### config.mk
export PLATFORM = sky130hd
export DESIGN_NAME = pointer_bank
export DESIGN_NICKNAME = d
export VERILOG_FILES = /design/src/hw/code_map.v /design/src/hw/pointer_bank.v
export VERILOG_INCLUDE_DIRS = /design/src /design/src/hw
export SDC_FILE = /design/constraint.sdc
export NUM_CORES = 2
export LEC_CHECK = 0
export BUFFER_PORTS_ARGS = -buffer_cell sky130_fd_sc_hd__clkbuf_2
export CORE_MARGIN = 5
export CORE_UTILIZATION = 40
export CTS_CLUSTER_SIZE = 14
export DETAILED_ROUTE_END_ITERATION = 8
export MAX_ROUTING_LAYER = met4
export PLACE_DENSITY_LB_ADDON = 0.15
export SYNTH_ARGS = -nofsm -noshare
export SYNTH_HDL_FRONTEND = slang
export SYNTH_SLANG_ARGS = --single-unit
### constraint.sdc
create_clock -name pclk -period 4.8 [get_ports pclk]
set_clock_uncertainty 0.2 [all_clocks]
set_input_delay 1.2 -clock pclk [delete_from_list [all_inputs] [get_ports pclk]]
set_output_delay 1.2 -clock pclk [all_outputs]
set_load 0.005 [all_outputs]
### src/hw/code_map_defines.vh
// Purpose: constants for the program memory map and pointer register bank
// Assumes: apb byte address = 4 * special function index; bit 10 picks indirect ram
// Notes: all offsets, reset values, vectors and field positions live here
`ifndef CODE_MAP_DEFINES_VH
`define CODE_MAP_DEFINES_VH

// special function indexes and their reset values
`define IDX_STACK_TOP 8'h81
`define IDX_TABLE_LOW 8'h82
`define IDX_TABLE_HIGH 8'h83
`define IDX_CTRL_STATUS 8'h90
`define IDX_PGM_COMMAND 8'h94
`define IDX_PGM_TARGET_LOW 8'h95
`define IDX_PGM_TARGET_HIGH 8'h96
`define IDX_PGM_SOURCE_RAM 8'h97
`define RST_STACK_TOP 8'h07
`define RST_TABLE_LOW 8'h00
`define RST_TABLE_HIGH 8'h00
`define RST_ZERO_BYTE 8'h00

// control and status fields at the control index, and the go code for the command index
`define BIT_PROTECT 0
`define BIT_BUSY 4
`define BIT_DONE 5
`define BIT_REJECT 6
`define PGM_GO_CODE 8'h5A

// program memory map
`define ADDR_RESET 16'h0000
`define ADDR_RESET_CODE_LO 16'h0001
`define ADDR_RESET_CODE_HI 16'h0002
`define ADDR_VECTOR_LO 16'h0003
`define ADDR_VECTOR_HI 16'h00EB
`define ADDR_PGM_LO 16'h00EC
`define ADDR_PGM_HI 16'h0FDF
`define ADDR_NO_PGM_LO 16'h0FE0
`define ADDR_RESERVED_LO 16'h0FF6
`define ADDR_RESERVED_HI 16'h0FFF

// interrupt event numbers and their entry addresses
`define IRQ_EXT_ZERO 4'h0
`define IRQ_TIMER_ZERO 4'h1
`define IRQ_EXT_ONE 4'h2
`define IRQ_TIMER_ONE 4'h3
`define IRQ_SERIAL 4'h4
`define IRQ_EXT_TWO 4'h5
`define IRQ_CONVERTER 4'h6
`define IRQ_TIMER_THREE 4'h7
`define VEC_EXT_ZERO 16'h0003
`define VEC_TIMER_ZERO 16'h000B
`define VEC_EXT_ONE 16'h0013
`define VEC_TIMER_ONE 16'h001B
`define VEC_SERIAL 16'h0023
`define VEC_EXT_TWO 16'h0083
`define VEC_CONVERTER 16'h008B
`define VEC_TIMER_THREE 16'h00EB

// upper half boundary of the internal scratch ram and the apb address bit that picks it
`define UPPER_HALF 8'h80
`define APB_INDIRECT_BIT 10

`endif

### src/hw/code_map.v
// Purpose: program memory region classifier and interrupt vector lookup
// Assumes: pure combinational, used by the pointer bank
// Notes: unknown event numbers give no valid vector
`include "code_map_defines.vh"
`timescale 1ns/1ps
`default_nettype none
module code_map (
	input wire [15:0] addr,
	input wire [3:0] irq_num,
	output reg [15:0] vector,
	output reg vector_ok,
	output wire in_reset_code,
	output wire in_vector_area,
	output wire selfprog_ok,
	output wire in_reserved
);
	// region decode of a program address
	assign in_reset_code = (addr >= `ADDR_RESET_CODE_LO) && (addr <= `ADDR_RESET_CODE_HI);
	assign in_vector_area = (addr >= `ADDR_VECTOR_LO) && (addr <= `ADDR_VECTOR_HI);
	assign selfprog_ok = (addr >= `ADDR_PGM_LO) && (addr <= `ADDR_PGM_HI);
	assign in_reserved = (addr >= `ADDR_RESERVED_LO) && (addr <= `ADDR_RESERVED_HI);

	// fixed entry address per event
	always @* begin
		vector_ok = 1'b1;
		case (irq_num)
			`IRQ_EXT_ZERO: vector = `VEC_EXT_ZERO;
			`IRQ_TIMER_ZERO: vector = `VEC_TIMER_ZERO;
			`IRQ_EXT_ONE: vector = `VEC_EXT_ONE;
			`IRQ_TIMER_ONE: vector = `VEC_TIMER_ONE;
			`IRQ_SERIAL: vector = `VEC_SERIAL;
			`IRQ_EXT_TWO: vector = `VEC_EXT_TWO;
			`IRQ_CONVERTER: vector = `VEC_CONVERTER;
			`IRQ_TIMER_THREE: vector = `VEC_TIMER_THREE;
			default: begin
				vector = `ADDR_RESET;
				vector_ok = 1'b0;
			end
		endcase
	end
endmodule // code_map
`default_nettype wire

### src/hw/pointer_bank.v
// Purpose: stack and table pointers, self programming registers, code map
// Assumes: apb slave with one wait state; cpu ports synchronous to pclk
// Notes: indirect ram covers only the upper half; lower half is elsewhere
//
// Register access over APB was decided locally.
`include "code_map_defines.vh"
`timescale 1ns/1ps
`default_nettype none
module pointer_bank #(
	parameter RAM_DEPTH = 128,
	parameter [7:0] GO_CODE = `PGM_GO_CODE
) (
	input wire pclk,
	input wire presetn,
	input wire psel,
	input wire penable,
	input wire pwrite,
	input wire [11:0] paddr,
	input wire [31:0] pwdata,
	output reg [31:0] prdata,
	output reg pready,
	output reg pslverr,
	input wire bit_req,
	input wire [7:0] bit_addr,
	input wire [1:0] bit_op,
	output reg bit_value,
	output reg bit_ack,
	output reg bit_err,
	input wire irq_take,
	input wire [3:0] irq_num,
	output reg [15:0] vector_addr,
	output reg vector_valid,
	output reg [15:0] pc_reset_value,
	output reg pc_load,
	output reg [15:0] table_addr,
	output reg [7:0] stack_top_pointer,
	output reg selfprog_start,
	output reg [15:0] selfprog_addr,
	output reg [7:0] selfprog_ram,
	input wire selfprog_done,
	input wire dump_req,
	input wire [7:0] flash_rdata,
	output reg [7:0] dump_data,
	output reg dump_valid
);
	// bit operation codes
	localparam [1:0] OP_TEST = 2'b00;
	localparam [1:0] OP_SET = 2'b01;
	localparam [1:0] OP_CLEAR = 2'b10;

	reg [7:0] table_pointer_low;
	reg [7:0] table_pointer_high;
	reg [7:0] selfprog_command;
	reg [7:0] selfprog_target_low;
	reg [7:0] selfprog_target_high;
	reg [7:0] selfprog_source_ram;
	reg protect;
	reg busy;
	reg done;
	reg reject;
	reg [7:0] scratch [0:RAM_DEPTH-1];
	reg [7:0] next_rdata;
	reg next_err;
	reg [7:0] ctrl_byte;
	reg [7:0] bit_byte;
	reg bit_map_ok;

	wire [15:0] target = {selfprog_target_high, selfprog_target_low};
	wire [15:0] map_vector;
	wire map_vector_ok;
	wire target_ok;
	wire [7:0] idx = paddr[9:2];
	wire indirect = paddr[`APB_INDIRECT_BIT];
	wire in_upper = idx >= `UPPER_HALF;
	wire [6:0] ram_idx = idx[6:0];
	wire acc = psel & penable & pready;
	wire wr = acc & pwrite & ~pslverr;
	wire wr_direct = wr & ~indirect;

	// bit operation decode: byte address is the bit address with low three bits cleared
	wire [7:0] bit_byte_addr = {bit_addr[7:3], 3'b000};
	wire [2:0] bit_pos = bit_addr[2:0];
	wire bit_ok = bit_req & bit_addr[7] & bit_map_ok;
	wire bit_set_ctl = bit_ok & (bit_op == OP_SET) & (bit_byte_addr == `IDX_CTRL_STATUS);
	wire bit_clr_ctl = bit_ok & (bit_op == OP_CLEAR) & (bit_byte_addr == `IDX_CTRL_STATUS);

	// self programming command is decoded when the go code lands in the command index
	wire cmd_wr = wr_direct & (idx == `IDX_PGM_COMMAND);
	wire cmd_go = cmd_wr & (pwdata[7:0] == GO_CODE);
	wire ctl_wr = wr_direct & (idx == `IDX_CTRL_STATUS);

	// launch and refusal are exclusive for a go write; clears come from either path
	wire launch = cmd_go & ~busy & target_ok;
	wire refuse = cmd_go & (busy | ~target_ok);
	wire done_clear = (ctl_wr & pwdata[`BIT_DONE]) | (bit_clr_ctl & (bit_pos == `BIT_DONE));
	wire reject_clear = (ctl_wr & pwdata[`BIT_REJECT]) | (bit_clr_ctl & (bit_pos == `BIT_REJECT));
	wire protect_set = (ctl_wr & pwdata[`BIT_PROTECT]) | (bit_set_ctl & (bit_pos == `BIT_PROTECT));
	wire ram_we = wr & indirect & in_upper;

	code_map u_map (
		.addr(target),
		.irq_num(irq_num),
		.vector(map_vector),
		.vector_ok(map_vector_ok),
		.in_reset_code(),
		.in_vector_area(),
		.selfprog_ok(target_ok),
		.in_reserved()
	);

	// control and status byte as software sees it
	always @* begin
		ctrl_byte = `RST_ZERO_BYTE;
		ctrl_byte[`BIT_PROTECT] = protect;
		ctrl_byte[`BIT_BUSY] = busy;
		ctrl_byte[`BIT_DONE] = done;
		ctrl_byte[`BIT_REJECT] = reject;
	end

	// which byte a bit operation reaches; only implemented bit addressable bytes answer
	always @* begin
		bit_byte = `RST_ZERO_BYTE;
		bit_map_ok = 1'b0;
		case (bit_byte_addr)
			`IDX_CTRL_STATUS: begin
				bit_byte = ctrl_byte;
				bit_map_ok = 1'b1;
			end
			default: begin
				bit_byte = `RST_ZERO_BYTE;
				bit_map_ok = 1'b0;
			end
		endcase
	end

	// read data and error for the current apb access
	// unmapped direct indexes answer with an error so a wrong offset shows
	always @* begin
		next_rdata = `RST_ZERO_BYTE;
		next_err = 1'b0;
		if (indirect) begin
			if (in_upper) begin
				next_rdata = scratch[ram_idx];
			end else begin
				next_err = 1'b1;
			end
		end else begin
			case (idx)
				`IDX_STACK_TOP: next_rdata = stack_top_pointer;
				`IDX_TABLE_LOW: next_rdata = table_pointer_low;
				`IDX_TABLE_HIGH: next_rdata = table_pointer_high;
				`IDX_CTRL_STATUS: next_rdata = ctrl_byte;
				`IDX_PGM_COMMAND: next_rdata = selfprog_command;
				`IDX_PGM_TARGET_LOW: next_rdata = selfprog_target_low;
				`IDX_PGM_TARGET_HIGH: next_rdata = selfprog_target_high;
				`IDX_PGM_SOURCE_RAM: next_rdata = selfprog_source_ram;
				default: next_err = 1'b1;
			endcase
		end
	end

	// apb handshake: one wait state, so every answer comes from a flop
	// a master that holds penable past the answer sees pready drop, then a
	// second pulse on the next edge; the repeat answer needs no fresh setup cycle
	always @(posedge pclk or negedge presetn) begin
		if (!presetn) begin
			pready <= 1'b0;
			prdata <= 32'h00000000;
			pslverr <= 1'b0;
		end else if (psel & penable & ~pready) begin
			pready <= 1'b1;
			prdata <= {24'h000000, next_rdata};
			pslverr <= next_err;
		end else begin
			pready <= 1'b0;
			prdata <= 32'h00000000;
			pslverr <= 1'b0;
		end
	end

	// pointer registers written directly by software
	// writes land only on the edge where pready is seen, never on an error
	always @(posedge pclk or negedge presetn) begin
		if (!presetn) begin
			stack_top_pointer <= `RST_STACK_TOP;
			table_pointer_low <= `RST_TABLE_LOW;
			table_pointer_high <= `RST_TABLE_HIGH;
		end else if (wr_direct) begin
			if (idx == `IDX_STACK_TOP)
				stack_top_pointer <= pwdata[7:0];
			if (idx == `IDX_TABLE_LOW)
				table_pointer_low <= pwdata[7:0];
			if (idx == `IDX_TABLE_HIGH)
				table_pointer_high <= pwdata[7:0];
		end
	end

	// table read address follows the two pointer bytes one cycle later
	// the extra flop keeps the fetch address clean; software sees the
	// new pointer one cycle before the core does
	always @(posedge pclk or negedge presetn) begin
		if (!presetn)
			table_addr <= {`RST_TABLE_HIGH, `RST_TABLE_LOW};
		else
			table_addr <= {table_pointer_high, table_pointer_low};
	end

	// self programming address and source registers
	always @(posedge pclk or negedge presetn) begin
		if (!presetn) begin
			selfprog_command <= `RST_ZERO_BYTE;
			selfprog_target_low <= `RST_ZERO_BYTE;
			selfprog_target_high <= `RST_ZERO_BYTE;
			selfprog_source_ram <= `RST_ZERO_BYTE;
		end else if (wr_direct) begin
			if (idx == `IDX_PGM_COMMAND)
				selfprog_command <= pwdata[7:0];
			if (idx == `IDX_PGM_TARGET_LOW)
				selfprog_target_low <= pwdata[7:0];
			if (idx == `IDX_PGM_TARGET_HIGH)
				selfprog_target_high <= pwdata[7:0];
			if (idx == `IDX_PGM_SOURCE_RAM)
				selfprog_source_ram <= pwdata[7:0];
		end
	end

	// launch only inside the programmable window; anything else is refused, which
	// also shields the upper code and the reserved top from a misbehaving program
	// refusal shows in the reject flag rather than as a bus error
	always @(posedge pclk or negedge presetn) begin
		if (!presetn) begin
			selfprog_start <= 1'b0;
			selfprog_addr <= `ADDR_RESET;
			selfprog_ram <= `RST_ZERO_BYTE;
			busy <= 1'b0;
		end else begin
			selfprog_start <= 1'b0;
			if (launch) begin
				selfprog_start <= 1'b1;
				selfprog_addr <= target;
				selfprog_ram <= selfprog_source_ram;
				busy <= 1'b1;
			end else if (selfprog_done) begin
				busy <= 1'b0;
			end
		end
	end

	// sticky status: hardware set wins over a software clear in the same cycle
	// reject covers both causes: engine still busy or target outside the window
	always @(posedge pclk or negedge presetn) begin
		if (!presetn) begin
			done <= 1'b0;
			reject <= 1'b0;
		end else begin
			if (busy & selfprog_done)
				done <= 1'b1;
			else if (done_clear)
				done <= 1'b0;
			if (refuse)
				reject <= 1'b1;
			else if (reject_clear)
				reject <= 1'b0;
		end
	end

	// protection can be switched on but never off until the next reset
	// software cannot withdraw it, so a locked part stays locked until reset
	always @(posedge pclk or negedge presetn) begin
		if (!presetn)
			protect <= 1'b0;
		else if (protect_set)
			protect <= 1'b1;
	end

	// external read out; protected parts give only zero bytes
	// the locked path answers with the same timing, so a reader cannot
	// tell a blank part from a locked one
	always @(posedge pclk or negedge presetn) begin
		if (!presetn) begin
			dump_data <= `RST_ZERO_BYTE;
			dump_valid <= 1'b0;
		end else begin
			dump_valid <= dump_req;
			if (dump_req)
				dump_data <= protect ? `RST_ZERO_BYTE : flash_rdata;
		end
	end

	// single bit test, set and clear
	// only the control byte answers; other upper bytes live outside this bank
	always @(posedge pclk or negedge presetn) begin
		if (!presetn) begin
			bit_value <= 1'b0;
			bit_ack <= 1'b0;
			bit_err <= 1'b0;
		end else begin
			bit_ack <= bit_req;
			bit_err <= bit_req & ~bit_ok;
			if (bit_ok)
				bit_value <= bit_byte[bit_pos];
		end
	end

	// interrupt entry address handed to the core when an event is taken
	// unknown event numbers keep the last address and give no strobe
	always @(posedge pclk or negedge presetn) begin
		if (!presetn) begin
			vector_addr <= `ADDR_RESET;
			vector_valid <= 1'b0;
		end else begin
			vector_valid <= irq_take & map_vector_ok;
			if (irq_take & map_vector_ok)
				vector_addr <= map_vector;
		end
	end

	// any reset, whatever its source, arrives here as presetn
	// the load strobe spans the whole reset and one edge after it
	always @(posedge pclk or negedge presetn) begin
		if (!presetn) begin
			pc_reset_value <= `ADDR_RESET;
			pc_load <= 1'b1;
		end else begin
			pc_reset_value <= `ADDR_RESET;
			pc_load <= 1'b0;
		end
	end

	// upper half scratch ram, reached only by indirect accesses
	// the lower half sits in the core; an indirect access there is refused
	genvar g;
	generate
		for (g = 0; g < RAM_DEPTH; g = g + 1) begin : g_ram
			always @(posedge pclk or negedge presetn) begin
				if (!presetn)
					scratch[g] <= `RST_ZERO_BYTE;
				else if (ram_we & (ram_idx == g))
					scratch[g] <= pwdata[7:0];
			end
		end
	endgenerate
endmodule // pointer_bank
`default_nettype wire

======== Yosys cells after proc, flatten, opt, wreduce, memory -nomap -nowiden ========
Index checks and enable logic that the tools add are counted.
cells by class
  bitwise operators ....................... 168
  equal/unequal tests ..................... 148
  reductions and logical operators ........ 16
  muxes and demuxes ....................... 26
  order comparisons ....................... 5
operators by type and width
  cell                  count
  $eq 7x7->1 const B    64
  $eq 7x6->1 const B    32
  $and 1x1->1           157
  $pmux 8 s8            2
  $eq 7x5->1 const B    16
  $eq 8x8->1 const B    8
  $bmux 8 s7            1
  $eq 7x4->1 const B    8
  $mux 8                6
  $eq 7x3->1 const B    4
  $eq 4x3->1 const B    4
  $ge 16x8->1 const B   1
  $ge 8x8->1 const B    2
  $le 16x12->1 const B  1
  $reduce_or 8->1       2
  $mux 1                15
  $eq 7x2->1 const B    2
  $reduce_and 2->1      7
  $eq 4x2->1 const B    2
  $eq 8x7->1 const B    1
  $not 7->8             1
  $eq 7x1->1 const B    1
  $logic_not 7->1       1
  $mux 7                1
  other kinds (13)      24
storage, ports and cells
  input bits .............................. 75
  logic and storage cells ................. 517
  register bits after elaboration ......... 1189

======== Logic depth before layout (Yosys ltp) ========
  depth after elaboration ................. 10
  depth in mapped cells ................... 11

======== Cells and area by module ========
From an unflattened synthesis, not the netlist that was laid out.
unflattened totals
  cells, all modules ...................... 3520
  area total of the unflattened synthesis .. 53775.3 µm²
modules (own cells, without submodules)
  module        times used  seq. area each (µm²)  area each (µm²)  cells an instance
  pointer_bank  1           29158.0               53496.3          3479
  code_map      1           0.0                   279.0            41

======== Worst setup path before layout ========
OpenSTA, ideal clock, no wires.
  path type ............................... input to register
  start point ............................. in psel
  end point ............................... reg scratch[328] in the netlist's numbering
  library setup time ...................... 0.125 ns
  path buffers ............................ 1
  arrival time ............................ 3.283 ns
  slack ................................... 1.192 ns
  stages .................................. 7
  data required time ...................... 4.475 ns
  cell sequence ........................... nand2_1 or3_1 buf_6 nor3b_4 nand2_8 nor2_8 mux2_4
between the ends
  word-level cells in the longest chain between the ends .. 7
RTL lines
  what                           line                text
  start, declared                pointer_bank.v:15   input wire psel,
  $and 1x1->1 (2 in series)      pointer_bank.v:76   wire acc = psel & penable & pready;
  $and 1x1->1 (2 in series)      pointer_bank.v:77   wire wr = acc & pwrite & ~pslverr;
  $and 1x1->1 (2 in series)      pointer_bank.v:98   wire ram_we = wr & indirect & in_upper;
  $and 1x1->1                    pointer_bank.v:338  else if (ram_we & (ram_idx == g))
  end signal, assigned by index  pointer_bank.v:337  scratch[g] <= `RST_ZERO_BYTE;
  end signal, assigned by index  pointer_bank.v:339  scratch[g] <= pwdata[7:0];
  end, declared                  pointer_bank.v:61   reg [7:0] scratch [0:RAM_DEPTH-1];
Every way passes these cells.
A chain may end at the register's enable or synchronous reset.

======== Final worst setup path ========
  start point ............................. in paddr[2]
  end point ............................... reg prdata[0]
between the ends
  word-level cells in the longest chain between the ends .. 7
  elaborated cells between the ends (all ways) .. 17
  those cells by class .................... order compare (1); eq/ne (8); mux (7); bitwise (1)
RTL lines
  what                                        line                text
  start, declared                             pointer_bank.v:18   input wire [11:0] paddr,
  $not 7->8 (not written as such)             pointer_bank.v:143  next_rdata = scratch[ram_idx];
  $bmux 8 s7                                  pointer_bank.v:143
  $mux 8 (not written as such) (2 in series)  pointer_bank.v:143
  $mux 8                                      pointer_bank.v:142  if (in_upper) begin
  $mux 8 (*)                                  pointer_bank.v:141  if (indirect) begin
  $mux 8 (*)                                  pointer_bank.v:170  end else if (psel & penable & ~pready) begin
  end signal, assigned                        pointer_bank.v:172  prdata <= {24'h000000, next_rdata};
  end, declared                               pointer_bank.v:20   output reg [31:0] prdata,
Mark *: on every way between the ends. The rest lies on a longest branch, timed or not. The select of a mux whose other input is x is not followed.

==> results.cfg <==
[run_status]
status = finished, final reports clean

[cts]
clk_latency_ps = 750
cts_buffer_depth = 3
cts_made_buffers = 133
h-tree-depth = 4
clock_sinks = 1155
cts_root_buffer = clkbuf_16
cts.repair.resized = 0
cts_tree = done
path_clk_slew_ps = 60
cts_hold_buf = 0
post_cts_buffers = 0

[finish]
top_register = scratch
layout_common_cells = dfrtp_1 (1151), mux2_2 (1089), mux4_2 (243)
num-nets-final = 3767
layout_commonest_cell = dfrtp_1
fillCellCount = 11800
multi_input_area_sq_mm = 0.0231
largest_register_ffs = 1024
seqCellArea_sq_mm = 0.0289
drive_gt1_share_pct = 53.3
utilization_pct = 45.9
area_growth_pct = 14.6
top_regs = scratch (1024), selfprog_addr (16), table_addr (16)
design_area_sq_mm = 0.0611

[logic_synthesis]
yosysUniqueCellTypes = 68
syn_avg_cell_area_sq_um = 15.3
yosys_register_bits = 1155
syn_inst = 3485
syn_area_sq_mm = 0.0533
ys_async_sr_fraction_pct = 100
ys.flop_type = dfrtp_1
synth-edff-count = 0
yosysSeqAreaShare_pct = 54.2
yosys_warnings = 0

[timing]
relSlewSlack_pct = 27.0
min_period_ps = 3790
setup_tns_ps = 0
finalMaxSlewViolations = 0
max_freq_ghz = 0.264
hold_viol_final = 0
setup_viol = 0
finalCritPeriodShare_pct = 79.0
worst_slew_pin_slew_ps = 1090
rsz0062_at_grt = no

[grt]
grt_pass1_wl_mm = 232
grt_max_degree = 137
grt_pass1_vias = 32300
track_usage_pct = 22.8
overflow = 0
antenna_found_initial = 2

[floorplan]
rows = 134
io_pins = 204
die-area_sq_mm = 0.141
coreArea_sq_mm = 0.133
die_w_um = 375
initial_core_util_pct = 40.1
dieHeight_um = 375

[route]
wl_mm = 156
drt-initial-drc-count = 2108
ant_nets = 0
dr.pass1.iters = 5
drc = 0
avgRoutedWirePerCell_um = 28.0
dr_total_vias = 31300
via_per_inst = 5.64

[setup_path]
start_kind = input port
critPathCaptureType = flop
required_ps = 5210
cp_max_fo = 32
crit_arrival_ps = 4200
worstSetupPathType = in -> reg
worstRegToRegCells = 6

[power]
p_leak_nw = 29.7
total_power_mw = 21.0
vdd_ir_drop_max_uv = 233
p_per_area_mw_per_mm2 = 344

[placement]
place.gp.congestion = 0.899
dpl.hpwl_mm = 103
port-buffer-count = 127
placed_area_sq_mm = 0.0567

[min_path]
holdCritPathClass = reg -> reg
min_path_cells = 0

[flow_run]
drv_cap = 0
[worst max-delay path, cell delays in order]
cell and delay [ps]:
buf_8 360, buf_12 250, mux4_2 630, nor3_1 380, a311oi_1 100, o211a_1 210
a2111oi_0 660, buf_4 260, o32ai_1 90
[metal layers]
layer | track usage [%] | wire, um | vias to the layer above
met5 | - | 0 | -
met4 | 6.49 | 4120 | 0
met3 | 3.69 | 7460 | 195
met2 | 34.4 | 72100 | 804
met1 | 32.1 | 72000 | 17000
li1 | - | - | 13300
[worst paths after layout]
path,start,to,slack [ps]
max in group asynchronous,presetn,scratch[533],2900
max reg2reg,pslverr,scratch[856],1510
min in group asynchronous,presetn,scratch[84],240
max,paddr[2],prdata[0],1010
min reg2reg,table_pointer_high[0],table_addr[8],200
min,table_pointer_high[0],table_addr[8],200
[cell type report]
class,count,share of cell area (%)
repair buffers,315,4.02
inverters,15,0.0922
multi-input cells,2072,37.8
clock inverters,37,0.680
well taps,1768,3.62
flip-flops and latches,1155,47.3
clock buffers,195,6.43
diodes,1,0.00410
[stage by stage]
stage	cells	worst slack, ps	hold WS [ps]
6_report	5558	1010	199
4_1_cts	5557	1080	198
5_1_grt	5558	941	213
3_3_place_gp	5325	332	186
2_1_floorplan	3534	1190	164
3_5_place_dp	5325	262	185
[cell usage after synthesis (all sizes together) (18+ instances only)]
cell type | count | area share, %
dfrtp | 1151 | 54
mux2 | 1114 | 24
mux4 | 243 | 10
nor2 | 163 | 2.6
clkbuf | 162 | 1.1
buf | 130 | 1.6
nand2 | 95 | 0.83
mux2i | 76 | 1.4
nand3 | 51 | 0.48
a22oi | 43 | 0.61
o21ai | 37 | 0.35
nor3 | 19 | 0.20
nor2b | 18 | 0.21
[power breakdown]
part / switching [mW] / total, mW / internal, mW
combinational: 0.807 / 1.11 / 0.303
clock: 4.12 / 10.1 / 5.99
sequential: 0.0180 / 9.79 / 9.77
total: 4.94 / 21.0 / 16.1
[cells by family (layout without fill, tap and decap cells)]
logic type / count (synthesis) / count (layout) / synth area share (%)
muxes: 1433 / 1433 / 35.4
DFF: 1155 / 1155 / 54.2
and+or+nand+nor: 400 / 400 / 5.04
buffers and inverters: 307 / 562 / 2.81
AOI/OAI and AO/OA: 188 / 188 / 2.53
other: 1 / 51 / 0.00704
xor gates and xnor gates: 1 / 1 / 0.0164
Power figures use the tool's default switching activity.
